<file path="src/common/sfc_pkg.sv">
/*
 * sfc_pkg: opcodes, status bit layout, phase states, pin bundles and timing
 * for the serial flash command sequencer.
 * assumes one system clock; pins are already synchronous to it.
 */
package sfc_pkg;
    localparam logic [7:0] OP_WREN  = 8'h06;
    localparam logic [7:0] OP_VWREN = 8'h50;
    localparam logic [7:0] OP_WRDI  = 8'h04;
    localparam logic [7:0] OP_RDSR1 = 8'h05;
    localparam logic [7:0] OP_RDSR2 = 8'h35;
    localparam logic [7:0] OP_WRSR1 = 8'h01;
    localparam logic [7:0] OP_WRSR2 = 8'h31;
    localparam logic [7:0] OP_READ  = 8'h03;
    localparam logic [7:0] OP_FAST  = 8'h0B;
    localparam logic [7:0] OP_DUAL  = 8'h3B;
    localparam int BIT_BUSY    = 0;
    localparam int BIT_WRLATCH = 1;
    localparam int BIT_STLOCK  = 8;
    localparam int BIT_LOCK0   = 10;
    localparam int BIT_LOCK3   = 13;
    localparam int BIT_SUSPEND = 15;
    localparam logic [15:0] SR1_WR_MASK = 16'h00FC;
    localparam logic [15:0] SR2_WR_MASK = 16'h7F00;
    localparam logic [4:0] OPCODE_BITS = 5'h08;
    localparam logic [4:0] ADDR_BITS   = 5'h18;
    localparam logic [4:0] DUMMY_BITS  = 5'h08;
    localparam logic [4:0] WORD_BITS   = 5'h10;
    localparam int CLK_PERIOD_NS         = 5;
    localparam int STATUS_WRITE_TIME_NS  = 15_000_000;
    localparam int STATUS_WRITE_CYCLES   = STATUS_WRITE_TIME_NS / CLK_PERIOD_NS;
    typedef enum logic [7:0] {
        ST_CMD  = 8'h01,
        ST_DONE = 8'h02,
        ST_ADDR = 8'h04,
        ST_DUMY = 8'h08,
        ST_DATA = 8'h10,
        ST_STAT = 8'h20,
        ST_WRSR = 8'h40,
        ST_IGN  = 8'h80
    } sfc_state_t;
    typedef struct packed {
        logic cs_n;
        logic sclk;
        logic si;
    } sfc_pins_in_t;
    typedef struct packed {
        logic first_io_line;
        logic first_io_line_oe;
        logic second_io_line;
        logic second_io_line_oe;
    } sfc_pins_out_t;
endpackage : sfc_pkg

</file>
<file path="src/hdl/sfc_core.sv">
/*
 * sfc_core: instruction decoder and sequencer of a serial flash: write
 * enables, status read/write, read, fast read and dual output read.
 * assumes serial clock at most a quarter of clk_sys_i, array data valid one
 * cycle after mem_addr_o, and an outside model holding the stored status.
 */
// Summary of operation
// - opcode 06h sets write enable latch
// - opcode 50h arms next volatile status write
// - opcode 04h clears write enable latch
// - latch cleared at power-up and completions
// - opcode 04h also cancels volatile arm
// - 05h/35h shift status out MSB first
// - status readable anytime, repeats until deselect
// - only bits 7..2 and 14..8 writable
// - security lock bits never return to 0 in the stored copy
// - stored write needs latch set beforehand
// - armed write updates volatile copy, latch 0
// - volatile write keeps lock bits 8 and 13..11 set, not bit 10
// - power-on reloads status from stored copy
// - deselect only after 8 or 16 bits
// - eight bits of 01h leave register 2
// - stored write busy for WRITE_CYCLES clocks, then clear
// - volatile write applies promptly, busy stays 0
// - 03h: opcode, 24-bit address, data MSB first
// - address increments, stream until deselect
// - read ignored while busy
// - 0Bh adds eight dummy clocks
// - 3Bh outputs two bits per clock
// - odd bits on line two, even on one
`timescale 1ns/1ps
module sfc_core #(
    parameter int WRITE_CYCLES = sfc_pkg::STATUS_WRITE_CYCLES
) (
    input  wire logic                   clk_sys_i,
    input  wire logic                   nrst_i,
    input  wire sfc_pkg::sfc_pins_in_t  pins_i,
    output sfc_pkg::sfc_pins_out_t      pins_o,
    output logic [23:0]                 mem_addr_o,
    input  wire logic [7:0]             mem_data_i,
    input  wire logic                   ext_busy_i,
    input  wire logic                   latch_clear_i,
    input  wire logic                   suspend_flag_i,
    input  wire logic [15:0]            nv_status_i,
    output logic [15:0]                 nv_status_o,
    output logic [7:0]                  status_register_low_o,
    output logic [7:0]                  status_register_high_o
);
    import sfc_pkg::*;

    sfc_state_t  state_q;
    logic        sclk_q, cs_n_q;
    logic [4:0]  cnt_q;
    logic [23:0] sh_q;
    logic [7:0]  op_q;
    logic [7:0]  obuf_q;
    logic [2:0]  ocnt_q;
    logic [23:0] addr_q;
    logic        wlatch_q, varm_q, nvbusy_q;
    logic [15:0] st_q, nv_q, pend_q;
    logic [$clog2(WRITE_CYCLES+1)-1:0] wcnt_q;
    logic        rise, fall, cs_rise, busy, dual, wr_ok, wr_vol, wr_nv;
    logic [7:0]  op_now, obyte;
    logic [15:0] wr_data, wr_mask, vol_next, nv_next;

    assign rise    = pins_i.sclk & ~sclk_q & ~pins_i.cs_n;
    assign fall    = ~pins_i.sclk & sclk_q & ~pins_i.cs_n;
    assign cs_rise = pins_i.cs_n & ~cs_n_q;
    assign busy    = nvbusy_q | ext_busy_i;
    assign op_now  = {sh_q[6:0], pins_i.si};
    assign dual    = (op_q == OP_DUAL);

    assign status_register_low_o  = {st_q[7:2], wlatch_q, busy};
    assign status_register_high_o = {suspend_flag_i, st_q[14:8]};
    assign nv_status_o = nv_q;
    assign mem_addr_o  = addr_q;

    // data bytes arrive register 1 first; 31h carries register 2 only
    always_comb begin
        wr_data = 16'h0000;
        wr_mask = 16'h0000;
        wr_ok   = 1'b0;
        if (op_q == OP_WRSR2 && cnt_q == OPCODE_BITS) begin
            wr_data = {sh_q[7:0], 8'h00};
            wr_mask = SR2_WR_MASK;
            wr_ok   = 1'b1;
        end else if (op_q == OP_WRSR1 && cnt_q == OPCODE_BITS) begin
            wr_data = {8'h00, sh_q[7:0]};
            wr_mask = SR1_WR_MASK;
            wr_ok   = 1'b1;
        end else if (op_q == OP_WRSR1 && cnt_q == WORD_BITS) begin
            wr_data = {sh_q[7:0], sh_q[15:8]};
            wr_mask = SR1_WR_MASK | SR2_WR_MASK;
            wr_ok   = 1'b1;
        end
        wr_data = wr_data & wr_mask;
        vol_next = (st_q & ~wr_mask) | wr_data;
        // a volatile write may still set these lock bits, never clear them
        vol_next[BIT_STLOCK] = vol_next[BIT_STLOCK] | st_q[BIT_STLOCK];
        vol_next[BIT_LOCK3:BIT_LOCK0+1] = vol_next[BIT_LOCK3:BIT_LOCK0+1]
                                          | st_q[BIT_LOCK3:BIT_LOCK0+1];
        nv_next = (nv_q & ~wr_mask) | wr_data;
        nv_next[BIT_LOCK3:BIT_LOCK0] = nv_next[BIT_LOCK3:BIT_LOCK0]
                                       | nv_q[BIT_LOCK3:BIT_LOCK0];
    end

    assign wr_nv  = cs_rise && state_q == ST_WRSR && wr_ok && wlatch_q && !busy;
    assign wr_vol = cs_rise && state_q == ST_WRSR && wr_ok && !wlatch_q && varm_q && !busy;

    always_ff @(posedge clk_sys_i) begin
        if (!nrst_i) begin
            sclk_q <= 1'b0;
            cs_n_q <= 1'b1;
        end else begin
            sclk_q <= pins_i.sclk;
            cs_n_q <= pins_i.cs_n;
        end
    end

    // instruction phases
    always_ff @(posedge clk_sys_i) begin
        if (!nrst_i || pins_i.cs_n) begin
            state_q <= ST_CMD;
            cnt_q   <= 5'h00;
            sh_q    <= 24'h00_0000;
            op_q    <= 8'h00;
        end else if (rise) begin
            sh_q <= {sh_q[22:0], pins_i.si};
            cnt_q <= (cnt_q == 5'h1F) ? cnt_q : cnt_q + 5'h01;
            unique case (state_q)
                ST_CMD: begin
                    if (cnt_q == OPCODE_BITS - 5'h01) begin
                        op_q  <= op_now;
                        cnt_q <= 5'h00;
                        unique case (op_now)
                            OP_WREN, OP_VWREN, OP_WRDI: state_q <= ST_DONE;
                            OP_RDSR1, OP_RDSR2:         state_q <= ST_STAT;
                            OP_WRSR1, OP_WRSR2:         state_q <= ST_WRSR;
                            OP_READ, OP_FAST, OP_DUAL:
                                state_q <= busy ? ST_IGN : ST_ADDR;
                            default:                    state_q <= ST_IGN;
                        endcase
                    end
                end
                ST_DONE: state_q <= ST_IGN;
                ST_ADDR: begin
                    if (cnt_q == ADDR_BITS - 5'h01) begin
                        cnt_q   <= 5'h00;
                        state_q <= (op_q == OP_READ) ? ST_DATA : ST_DUMY;
                    end
                end
                ST_DUMY: begin
                    if (cnt_q == DUMMY_BITS - 5'h01) begin
                        state_q <= ST_DATA;
                    end
                end
                ST_DATA, ST_STAT, ST_WRSR, ST_IGN: ;
            endcase
        end
    end

    // address counter: loaded from the last address bit, bumped per byte sent
    always_ff @(posedge clk_sys_i) begin
        if (!nrst_i) begin
            addr_q <= 24'h00_0000;
        end else if (rise && state_q == ST_ADDR && cnt_q == ADDR_BITS - 5'h01) begin
            addr_q <= {sh_q[22:0], pins_i.si};
        end else if (fall && state_q == ST_DATA && ocnt_q == 3'h0) begin
            addr_q <= addr_q + 24'h00_0001;
        end
    end

    assign obyte = (state_q == ST_STAT) ?
                   ((op_q == OP_RDSR1) ? status_register_low_o : status_register_high_o)
                   : mem_data_i;

    // output shifter, changes on falling serial clock edges, cleared on deselect
    always_ff @(posedge clk_sys_i) begin
        if (!nrst_i || pins_i.cs_n) begin
            obuf_q <= 8'h00;
            ocnt_q <= 3'h0;
            pins_o <= '0;
        end else if (fall && (state_q == ST_DATA || state_q == ST_STAT)) begin
            if (state_q == ST_DATA && dual) begin
                if (ocnt_q == 3'h0) begin
                    pins_o.second_io_line <= mem_data_i[7];
                    pins_o.first_io_line  <= mem_data_i[6];
                    obuf_q                <= {mem_data_i[5:0], 2'b00};
                end else begin
                    pins_o.second_io_line <= obuf_q[7];
                    pins_o.first_io_line  <= obuf_q[6];
                    obuf_q                <= {obuf_q[5:0], 2'b00};
                end
                // host has let go of line one by now
                pins_o.first_io_line_oe <= 1'b1;
                ocnt_q                  <= (ocnt_q == 3'h3) ? 3'h0 : ocnt_q + 3'h1;
            end else begin
                if (ocnt_q == 3'h0) begin
                    pins_o.second_io_line <= obyte[7];
                    obuf_q                <= {obyte[6:0], 1'b0};
                end else begin
                    pins_o.second_io_line <= obuf_q[7];
                    obuf_q                <= {obuf_q[6:0], 1'b0};
                end
                ocnt_q <= ocnt_q + 3'h1;
            end
            pins_o.second_io_line_oe <= 1'b1;
        end
    end

    // write enable latch and volatile arm
    always_ff @(posedge clk_sys_i) begin
        if (!nrst_i) begin
            wlatch_q <= 1'b0;
            varm_q   <= 1'b0;
        end else begin
            if (cs_rise && state_q == ST_DONE && !busy) begin
                unique case (op_q)
                    OP_WREN:  wlatch_q <= 1'b1;
                    OP_VWREN: varm_q   <= 1'b1;
                    OP_WRDI: begin
                        wlatch_q <= 1'b0;
                        varm_q   <= 1'b0;
                    end
                    default: ;
                endcase
            end
            if (cs_rise && state_q == ST_WRSR) begin
                varm_q <= 1'b0;
            end
            if (latch_clear_i || (nvbusy_q && wcnt_q == '0)) begin
                wlatch_q <= 1'b0;
            end
        end
    end

    // status copies and the self-timed stored write
    always_ff @(posedge clk_sys_i) begin
        if (!nrst_i) begin
            nv_q     <= nv_status_i & (SR1_WR_MASK | SR2_WR_MASK);
            st_q     <= nv_status_i & (SR1_WR_MASK | SR2_WR_MASK);
            pend_q   <= 16'h0000;
            nvbusy_q <= 1'b0;
            wcnt_q   <= '0;
        end else if (wr_nv) begin
            pend_q   <= nv_next;
            nvbusy_q <= 1'b1;
            wcnt_q   <= ($bits(wcnt_q))'(WRITE_CYCLES - 1);
        end else if (wr_vol) begin
            st_q <= vol_next;
        end else if (nvbusy_q) begin
            if (wcnt_q == '0) begin
                nv_q     <= pend_q;
                st_q     <= pend_q;
                nvbusy_q <= 1'b0;
            end else begin
                wcnt_q <= wcnt_q - 1'b1;
            end
        end
    end
endmodule : sfc_core

</file>
<file path="config.mk">
export PLATFORM = sky130hd
export DESIGN_NAME = sfc_core
export DESIGN_NICKNAME = d
export VERILOG_FILES = /design/src/common/sfc_pkg.sv /design/src/hdl/sfc_core.sv
export SDC_FILE = /design/constraint.sdc
export NUM_CORES = 1
export LEC_CHECK = 0
export BUFFER_PORTS_ARGS = -buffer_cell sky130_fd_sc_hd__clkbuf_2
export CAP_MARGIN = 20
export CORE_MARGIN = 2
export CORE_UTILIZATION = 25
export CTS_CLUSTER_SIZE = 28
export DETAILED_ROUTE_END_ITERATION = 12
export GPL_TIMING_DRIVEN = 0
export PLACE_DENSITY = 0.4
export REMOVE_ABC_BUFFERS = 1
export SLEW_MARGIN = 20
export SYNTH_ARGS = -nofsm -noshare
export SYNTH_HDL_FRONTEND = slang
export SYNTH_SLANG_ARGS = --single-unit
</file>
<file path="constraint.sdc">
create_clock -name clk_sys_i -period 6.3 [get_ports clk_sys_i]
set_clock_uncertainty 0.05 [all_clocks]
set_input_delay 0.63 -clock clk_sys_i [delete_from_list [all_inputs] [get_ports clk_sys_i]]
set_output_delay 0.63 -clock clk_sys_i [all_outputs]
set_load 0.02 [all_outputs]
</file>
==> results by group, run 1 <==
CTS
  • Worst-Skew Late Latency: 0.42 ns
  • Clock-pin slew on the worst setup and hold paths: 0.07 ns
  • Root buf cell: clkbuf_16
  • TritonCTS clock tree: built
  • Clock sinks: 154
  • H-tree levels: 4
  • Hold Buf Count CTS: 0
  • Bufs on Longest Clock Path: 2
  • Post-CTS setup buffer count: 0
  • Resized cells post-CTS: 0
  • Cts bufs inserted: 17

Synth
  • Area leader, netlist: dfxtp_1
  • Post-Synth XOR/XNOR Area: 0.0199
  • Complex-gate fraction of the synthesized area: 0.228
  • Mux cell area share after synthesis: 0.0338
  • Post-synth EDFFs: 26
  • Area contributors post-synth: dfxtp_1, edfxtp_1, a21oi_1
  • Post-synthesis adder-cell area fraction: 0.00899
  • Mapped Cells: 990
  • Cell Area, Synth: 8350 um2
  • Synth Area in Simple Gates: 0.256
  • Syn avg cell area: 8.44 um2
  • Prevailing post-synth register cell: dfxtp_1
  • Yosys reg bits: 154
  • Share of the synthesized area in the top cell type: 0.307
  • Post-synthesis cell type count: 76
  • Synth warn: 0
  • Largest family of logic cells by synthesized area: simple AND/OR/NAND/NOR gates
  • Ys async rst share: 0
  • Part of the Yosys area used for sequential elements: 0.400

Power and ir drop
  • Power density over the cells: 224 nW/um2
  • VDD IR max: 0.000188 V
  • Pleak: 3.54 nW

Routing
  • 1st-iter DRT viols: 461
  • DRC viols: 0
  • Drt wl/cell: 18.3 um
  • Vias/cell: 5.17
  • DRT Pass-1 Iters: 5
  • Via count: 7,646
  • DRT antenna net count: 0
  • WL final: 27,100 um

Min path
  • Worst Hold Launch: latch_clear_i
  • Min-Delay Path Class: primary input to flip-flop

Timing
  • Endpoints failing hold: 0
  • Unrepaired setup endpoints after global routing: false
  • Fin Setup TNS: 0 ns
  • Final number of max-transition violations: 0
  • Final setup violation count: 0
  • Relative slew slack: 0.322
  • Actual slew at the worst max-slew pin: 1.01 ns
  • Fin crit period: 3.95 ns
  • Period utilization: 0.628
  • Fmax: 0.253 GHz

Cells and area
  • Most common cell after layout, fill and taps aside: dfxtp_1
  • Final nets: 1,062
  • Ant diodes: 0
  • Fraction of layout cells with a size suffix above 1: 0.156
  • Fillers: 3,534
  • Most frequent cells in the layout: dfxtp_1, nand2_1, a21oi_1
  • Finished Cell Area: 9710 um2
  • P&R area growth vs syn: 16.2%
  • Seq. cell area: 3340 um2
  • Area of the multi-input gates: 4620 um2

GRT
  • Antenna violations before repair: 0
  • Vias in the first global route: 7,358
  • Total gr overflow: 0
  • Largest net degree at the start of global routing: 58
  • Gr usage total: 0.156
  • Global-route wire length before repair: 43,400 um

Critical path
  • Worst Path Max Fanout: 15
  • CP Launch Type: flip-flop
  • Critical path class: flip-flop to flip-flop
  • Crit path cell chain: inv_1 > ha_1 > nor4b_1 > nor4bb_2 > nand3_1 > nand2_1 > or2_2
  • R2R depth: 7
  • WP data required: 6.33 ns
  • CP startpoint: wcnt_q[0]$_SDFFE_PN0P_
  • Slack of the worst reg-to-reg path: 2.35 ns
  • CP max-delay cell: nor4bb_2
  • FF-to-FF Start: wcnt_q[0]$_SDFFE_PN0P_
  • Reg-to-reg endpoint: st_q[3]$_DFFE_PP_
  • Critical Path Max Stage Delay: 0.79 ns
  • Worst Setup EP: st_q[3]$_DFFE_PP_
  • Worst EP arrival: 3.98 ns
  • Crit. End Element: flip-flop

Floorplan
  • Die ar.: 34,900 um2
  • Std-Cell Rows: 66
  • Placeable Area: 32,700 um2
  • Die width: 187 um
  • Ports: 92
  • Die Ht: 187 um
  • Initial Utilization: 0.255

Outcome
  • Outcome: finished, final reports clean

Placement
  • Placer Congestion: 0.750
  • Port Buf Inserts: 88
  • Placed Area: 9110 um2
  • Final HPWL DP: 18,700 um

Flow run
  • Max cap viols: 0
==> critical path, delay by kind of cell (launching register included) <==
family / cells / cell delay [ns]
fa+ha+maj: 1 / 0.20
buf+inv: 1 / 0.08
flops: 1 / 0.32
simple gates: 5 / 2.93
==> cell families (layout without fill, tap and decap cells) <==
kind of cell / Yosys count / after routing
buffers and inverters: 99 / 146
and+or+nand+nor: 395 / 395
DFF: 154 / 154
xor gates and xnor gates: 19 / 19
AOI/OAI and AO/OA: 289 / 289
muxes: 28 / 28
adders and majority gates: 6 / 6
==> area by class of cell <==
class                   instances  area share
flip-flops and latches        154       0.344
well taps                     442      0.0570
multi-input cells             737       0.476
inverters                      18     0.00709
clock buffers                  24      0.0519
repair buffers                 96      0.0552
clock inverters                 8     0.00838
==> cell usage after synthesis (12+ instances only) <==
cell	count
mux2i_1	26
o21ai_1	12
a31oi_1	22
clkbuf_1	58
a21o_1	13
o221ai_1	12
a21oi_1	93
nand2_1	114
inv_1	17
nor3_1	12
nor2_1	71
or3_1	14
o21ai_0	36
nand4_1	22
dfxtp_1	128
nand2b_1	12
and3_1	19
nand3_1	35
nor2b_1	16
nor4_1	12
edfxtp_1	26
==> per-stage QoR <==
step / power (mW) / hold WS, ns / utilization / setup WS (ns) / instances
final: 2.18 / 0.341 / 0.297 / 2.35 / 1479
after global routing: 2.25 / 0.328 / 0.297 / 1.93 / 1479
after CTS: 2.21 / 0.323 / 0.297 / 2.27 / 1479
after detailed placement: 1.16 / 0.398 / 0.279 / 2.30 / 1447
after global placement: 1.15 / 0.388 / 0.275 / -0.322 / 1439
after floorplan: 1.10 / 0.382 / - / 3.19 / 909
==> worst min-delay path by stage <==
stage / endpoint / slack (ns) / cells after the start
finish: wlatch_q$_SDFFE_PP0P_ / 0.34 / 2
global route: wlatch_q$_SDFFE_PP0P_ / 0.33 / 2
CTS: wlatch_q$_SDFFE_PP0P_ / 0.32 / 2
detailed placement: pend_q[15]$_SDFFE_PN0N_ / 0.40 / 2
global placement: pend_q[0]$_SDFFE_PN0N_ / 0.39 / 2
floorplan: pend_q[0]$_SDFFE_PN0N_ / 0.38 / 2
==> sequential cells by signal, indices dropped and copies added, names as in the netlist, 4 cells and up <==
register and flops:
mem_addr_o 24, pend_q 16, op_q 8, wcnt_q 22, cnt_q 5, obuf_q 7
nv_status_o 16, sh_q 23, st_q 13, pins_o 4, state_q 8
==> layer usage <==
metal | routed length, um | track usage | vias up
li1 | - | - | 3756
met1 | 13600 | 0.226 | 3722
met2 | 12300 | 0.246 | 158
met3 | 1010 | 0.0254 | 10
met4 | 166 | 0.0284 | 0
met5 | 0 | 0 | -
==> power by group <==
part | internal, mW | switching [mW] | leakage, nW | total (mW)
Clock | 0.605 | 0.439 | 0.289 | 1.04
Sequential | 1.01 | 0.0134 | 1.30 | 1.03
Combinational | 0.0389 | 0.0688 | 1.95 | 0.108
Note: power is estimated with default switching activity, not from simulation.
==> inputs of run 2 (changes only) <==
--- a/config.mk
+++ b/config.mk
@@ -12,7 +12,7 @@
 export CTS_CLUSTER_SIZE = 28
 export DETAILED_ROUTE_END_ITERATION = 12
 export GPL_TIMING_DRIVEN = 0
-export PLACE_DENSITY = 0.4
+export PLACE_DENSITY = 0.41
 export REMOVE_ABC_BUFFERS = 1
 export SLEW_MARGIN = 20
 export SYNTH_ARGS = -nofsm -noshare
==> constraint.sdc (replaced) <==
create_clock -name clk_sys_i -period 3.3 [get_ports clk_sys_i]
set_clock_uncertainty 0.05 [all_clocks]
set_input_delay 0.33 -clock clk_sys_i [delete_from_list [all_inputs] [get_ports clk_sys_i]]
set_output_delay 0.33 -clock clk_sys_i [all_outputs]
set_load 0.02 [all_outputs]
==> results by group, run 2 (synthesis results as in run 1) <==
Cells and area
  • Most common cell after layout, fill and taps aside: dfxtp_1
  • Ant diodes: 0
  • Final cell count without fillers: 1,484
  • Fraction of layout cells with a size suffix above 1: 0.160
  • P&R area growth vs syn: 17.1%
  • Final core utilization: 0.299
  • Final nets: 1,068
  • Max reg flops: 24
  • Most frequent cells in the layout: dfxtp_1, nand2_1, a21oi_1

Timing
  • Period utilization: 0.912
  • Fin Setup TNS: 0 ns
  • Endpoints failing hold: 0
  • Fmax: 0.332 GHz
  • Unrepaired setup endpoints after global routing: false
  • Final number of max-transition violations: 0
  • Fin crit period: 3.01 ns
  • Actual slew at the worst max-slew pin: 1.11 ns
  • Final setup violation count: 0
  • Relative slew slack: 0.256

Min path
  • Min-Delay Path Class: primary input to flip-flop
  • Hold EP: wlatch_q$_SDFFE_PP0P_
  • Hold depth: 2
  • Worst Hold Launch: latch_clear_i

Floorplan
  • Placeable Area: 32,700 um2
  • Ports: 92
  • Initial Utilization: 0.255
  • Std-Cell Rows: 66
  • Die width: 187 um
  • Die Ht: 187 um
  • Die ar.: 34,900 um2

Routing
  • WL final: 27,100 um
  • 1st-iter DRT viols: 449
  • Via count: 7,608
  • Vias/cell: 5.13
  • DRC viols: 0
  • DRT antenna net count: 0
  • DRT Pass-1 Iters: 5
  • Drt wl/cell: 18.2 um

Critical path
  • Crit. End Element: flip-flop
  • Worst Path Max Fanout: 36
  • WP data required: 3.34 ns
  • Slack of the worst reg-to-reg path: 0.29 ns
  • R2R depth: 4
  • Critical path class: flip-flop to flip-flop
  • Reg-to-reg endpoint: st_q[6]$_DFFE_PP_
  • FF-to-FF Start: cnt_q[4]$_SDFFE_PP0P_
  • Worst EP arrival: 3.05 ns
  • CP Launch Type: flip-flop

CTS
  • TritonCTS clock tree: built
  • Cts bufs inserted: 17
  • Bufs on Longest Clock Path: 2
  • Clock-pin slew on the worst setup and hold paths: 0.07 ns
  • Root buf cell: clkbuf_16
  • H-tree levels: 4
  • Clock sinks: 154
  • Worst-Skew Late Latency: 0.43 ns
  • Hold Buf Count CTS: 0

Power and ir drop
  • Power density over the cells: 432 nW/um2
  • Final total power: 4.23 mW
  • VDD IR max: 0.000352 V
  • Pleak: 3.58 nW

Flow run
  • Max cap viols: 0

Placement
  • Final HPWL DP: 18,800 um
  • Cell count after placement: 1,447
  • Placer Congestion: 0.782
  • Port Buf Inserts: 88

GRT
  • Global-route wire length before repair: 42,500 um
  • Antenna violations before repair: 0
  • Vias in the first global route: 7,099
  • Total gr overflow: 0
  • Largest net degree at the start of global routing: 58
  • Gr usage total: 0.154

Outcome
  • Outcome: finished, final reports clean
[run 2: changes by cell type in the layout (fill, tap and decap cells not counted), sizes merged]
| cell | change |
|---|---|
| inv | -2 |
| clkinvlp | +2 |
| buf | +6 |
| clkinv | -3 |
| clkbuf | +1 |
| bufinv | +1 |
[run 2: critical path: stages, from the launching register on]
cell	delay, ns
dfxtp_2	0.73
or4b_1	0.56
or2_1	0.29
a2111oi_4	0.56
or2_2	0.46
[run 2: repair_timing]
item	CTS	global route
pin swaps	0	1
setup buffers	0	6
resized for setup	4	1
gates cloned	0	0
setup endpoints to repair	35	15
[run 2: worst max-delay path by stage]
stage	start	end	slack, ns	cells past startpoint
after global routing	wcnt_q[0]$_SDFFE_PN0P_	st_q[5]$_DFFE_PP_	0.08	7
after global placement	nrst_i	obuf_q[1]$_SDFFE_PP0P_	-2.98	5
after floorplan	cnt_q[0]$_SDFFE_PP0P_	pend_q[7]$_SDFFE_PN0N_	0.19	7
after CTS	wcnt_q[0]$_SDFFE_PN0P_	st_q[5]$_DFFE_PP_	0.07	7
after detailed placement	wcnt_q[0]$_SDFFE_PN0P_	st_q[7]$_DFFE_PP_	-0.67	7
final	cnt_q[4]$_SDFFE_PP0P_	st_q[6]$_DFFE_PP_	0.29	4
[run 2: report_power, final]
part	internal (mW)	leakage (nW)	switching (mW)
Sequential	1.93	1.30	0.0249
Clock	1.24	0.290	0.822
Combinational	0.0738	1.99	0.132
Total	3.25	3.58	0.979
[run 2: through the flow]
stage	instance area (um2)	hold slack, ns	setup slack (ns)
2_1_floorplan	7990	0.359	0.194
3_3_place_gp	8980	0.389	-2.98
3_5_place_dp	9110	0.402	-0.666
4_1_cts	9730	0.0149	0.0658
5_1_grt	9790	0.0133	0.0790
6_report	9790	0.0242	0.289
[run 2: area by class of cell]
class                   count  area [um2]
well taps                 442         553
multi-input cells         737        4640
clock inverters             6        85.1
fillers                  3544       22900
clock buffers              25         518
repair buffers            102         574
flip-flops and latches    154        3340
inverters                  18        68.8
[run 2: routing by layer]
| metal | share of wire | track usage |
|---|---|---|
| met4 | 0.0077 | 0.0360 |
| met5 | 0 | 0 |
| met1 | 0.51 | 0.224 |
| met2 | 0.44 | 0.235 |
| met3 | 0.039 | 0.0292 |
==> inputs of run 3 (changes only) <==
--- a/config.mk
+++ b/config.mk
@@ -7,12 +7,12 @@
 export LEC_CHECK = 0
 export BUFFER_PORTS_ARGS = -buffer_cell sky130_fd_sc_hd__clkbuf_2
 export CAP_MARGIN = 20
-export CORE_MARGIN = 2
 export CORE_UTILIZATION = 25
 export CTS_CLUSTER_SIZE = 28
 export DETAILED_ROUTE_END_ITERATION = 12
 export GPL_TIMING_DRIVEN = 0
 export PLACE_DENSITY = 0.41
+export RECOVER_POWER = 25
 export REMOVE_ABC_BUFFERS = 1
 export SLEW_MARGIN = 20
 export SYNTH_ARGS = -nofsm -noshare
==> results by group, run 3 (synthesis results as in run 1) <==
Outcome
  • Outcome: finished, final reports clean

CTS
  • TritonCTS clock tree: built
  • Clock sinks: 154
  • Root buf cell: clkbuf_16
  • H-tree levels: 4
  • Bufs on Longest Clock Path: 2
  • Worst-Skew Late Latency: 0.43 ns
  • Clock-pin slew on the worst setup and hold paths: 0.07 ns
  • Cts bufs inserted: 17

Critical path
  • CP Launch Type: flip-flop
  • Worst Path Max Fanout: 14
  • Crit. End Element: flip-flop
  • Worst EP arrival: 3.33 ns
  • R2R depth: 5
  • Reg-to-reg endpoint: mem_addr_o[15]$_SDFFE_PN0P_
  • FF-to-FF Start: state_q[3]$_SDFFE_PP0P_
  • Slack of the worst reg-to-reg path: 0.26 ns
  • Critical path class: flip-flop to flip-flop
  • WP data required: 3.60 ns

GRT
  • Antenna violations before repair: 0
  • Grt met2 use: 0.248
  • Met1 GRT Util: 0.232
  • Gr usage total: 0.160
  • Busiest grt layer: met2
  • Vias in the first global route: 7,099
  • Global-route wire length before repair: 42,100 um
  • Total gr overflow: 0
  • Met3 usage: 0.0254
  • Largest net degree at the start of global routing: 58

Power and ir drop
  • Pleak: 3.38 nW
  • Final total power: 4.27 mW
  • VDD IR max: 0.000358 V
  • Power density over the cells: 440 nW/um2

Timing
  • Fin Setup TNS: 0 ns
  • Endpoints failing hold: 0
  • Unrepaired setup endpoints after global routing: false
  • Final number of max-transition violations: 0
  • Period utilization: 0.920
  • Actual slew at the worst max-slew pin: 1.04 ns
  • Fmax: 0.329 GHz
  • Fin crit period: 3.04 ns
  • Relative slew slack: 0.304
  • Final setup violation count: 0

Cells and area
  • Max reg flops: 24
  • Fraction of layout cells with a size suffix above 1: 0.103
  • Most frequent cells in the layout: dfxtp_1, nand2_1, a21oi_1
  • Final cell count without fillers: 1,480
  • Seq. cell area: 3340 um2
  • P&R area growth vs syn: 16.1%
  • Final nets: 1,064
  • Area of the multi-input gates: 4650 um2
  • Most common cell after layout, fill and taps aside: dfxtp_1
  • Ant diodes: 0
  • Fillers: 3,571

Floorplan
  • Placeable Area: 32,700 um2
  • Ports: 92
  • Initial Utilization: 0.255
  • Die ar.: 34,200 um2
  • Std-Cell Rows: 66
  • Die Ht: 185 um
  • Die width: 185 um

Routing
  • DRC viols: 0
  • 1st-iter DRT viols: 400
  • Via count: 7,647
  • DRT Pass-1 Iters: 8
  • Vias/cell: 5.17
  • DRT antenna net count: 0
  • Drt wl/cell: 18.3 um
  • WL final: 27,100 um

Placement
  • Cell count after placement: 1,449
  • Final HPWL DP: 18,700 um
  • Port Buf Inserts: 88
  • Placer Congestion: 0.796

Min path
  • Worst Hold Launch: latch_clear_i
  • Hold EP: wlatch_q$_SDFFE_PP0P_
  • Hold depth: 2
  • Min-Delay Path Class: primary input to flip-flop

Flow run
  • Max cap viols: 0
-- run 3: cell types whose count changed in the layout (fill, tap and decap cells not counted), sizes merged --
cell      delta
clkbuf       -1
bufinv       +1
buf          -4
clkinv       +1
clkinvlp     -1
-- run 3: worst max-delay path by stage --
stage / endpoint / start / slack [ns] / cells after the start
floorplan: pend_q[7]$_SDFFE_PN0N_ / cnt_q[0]$_SDFFE_PP0P_ / 0.19 / 7
global placement: obuf_q[1]$_SDFFE_PP0P_ / nrst_i / -3.03 / 5
detailed placement: st_q[7]$_DFFE_PP_ / wcnt_q[0]$_SDFFE_PN0P_ / -0.57 / 8
CTS: st_q[4]$_DFFE_PP_ / wcnt_q[0]$_SDFFE_PN0P_ / 0.03 / 8
global route: mem_addr_o[17]$_SDFFE_PN0P_ / state_q[3]$_SDFFE_PP0P_ / 0.08 / 5
finish: mem_addr_o[15]$_SDFFE_PN0P_ / state_q[3]$_SDFFE_PP0P_ / 0.26 / 5
-- run 3: stage by stage --
stage | cell area, um2 | hold WS (ns) | utilization | setup WS, ns
after global placement | 8980 | 0.389 | 0.275 | -3.03
final | 9700 | 0.0270 | 0.297 | 0.264
after global routing | 9700 | 0.0177 | 0.297 | 0.0781
after floorplan | 7990 | 0.359 | - | 0.194
after CTS | 9760 | 0.0129 | 0.299 | 0.0291
after detailed placement | 9130 | 0.400 | 0.279 | -0.568
-- run 3: cell type report --
type / count / share of cell area
well taps: 442 / 0.0570
clock buffers: 24 / 0.0518
inverters: 18 / 0.00709
clock inverters: 7 / 0.0116
repair buffers: 98 / 0.0487
flip-flops and latches: 154 / 0.345
multi-input cells: 737 / 0.479
-- run 3: worst max-delay path: stages (launching register included) --
cell and delay [ns]:
dfxtp_1 0.45, or4_4 0.64, nor4b_4 0.93, nand3_1 0.31, or3_1 0.39, a31oi_1 0.17
-- run 3: metal layers --
metal,share of wire,vias to the layer above,wire (um)
li1,-,3765,-
met1,0.51,3730,13900
met2,0.45,137,12100
met3,0.033,15,890
met4,0.0082,0,222
met5,0,-,0
-- run 3: what timing repair did --
item | in CTS | in global routing
gates resized for setup | 4 | 2
endpoints found under the setup margin | 27 | 13
hold buffers | 0 | 0
buffers inserted | 0 | 0
-- run 3: power breakdown --
part / leakage, nW / switching, mW / internal, mW
combinational: 1.78 / 0.132 / 0.0706
clock: 0.301 / 0.813 / 1.29
sequential: 1.30 / 0.0254 / 1.93
total: 3.38 / 0.971 / 3.29
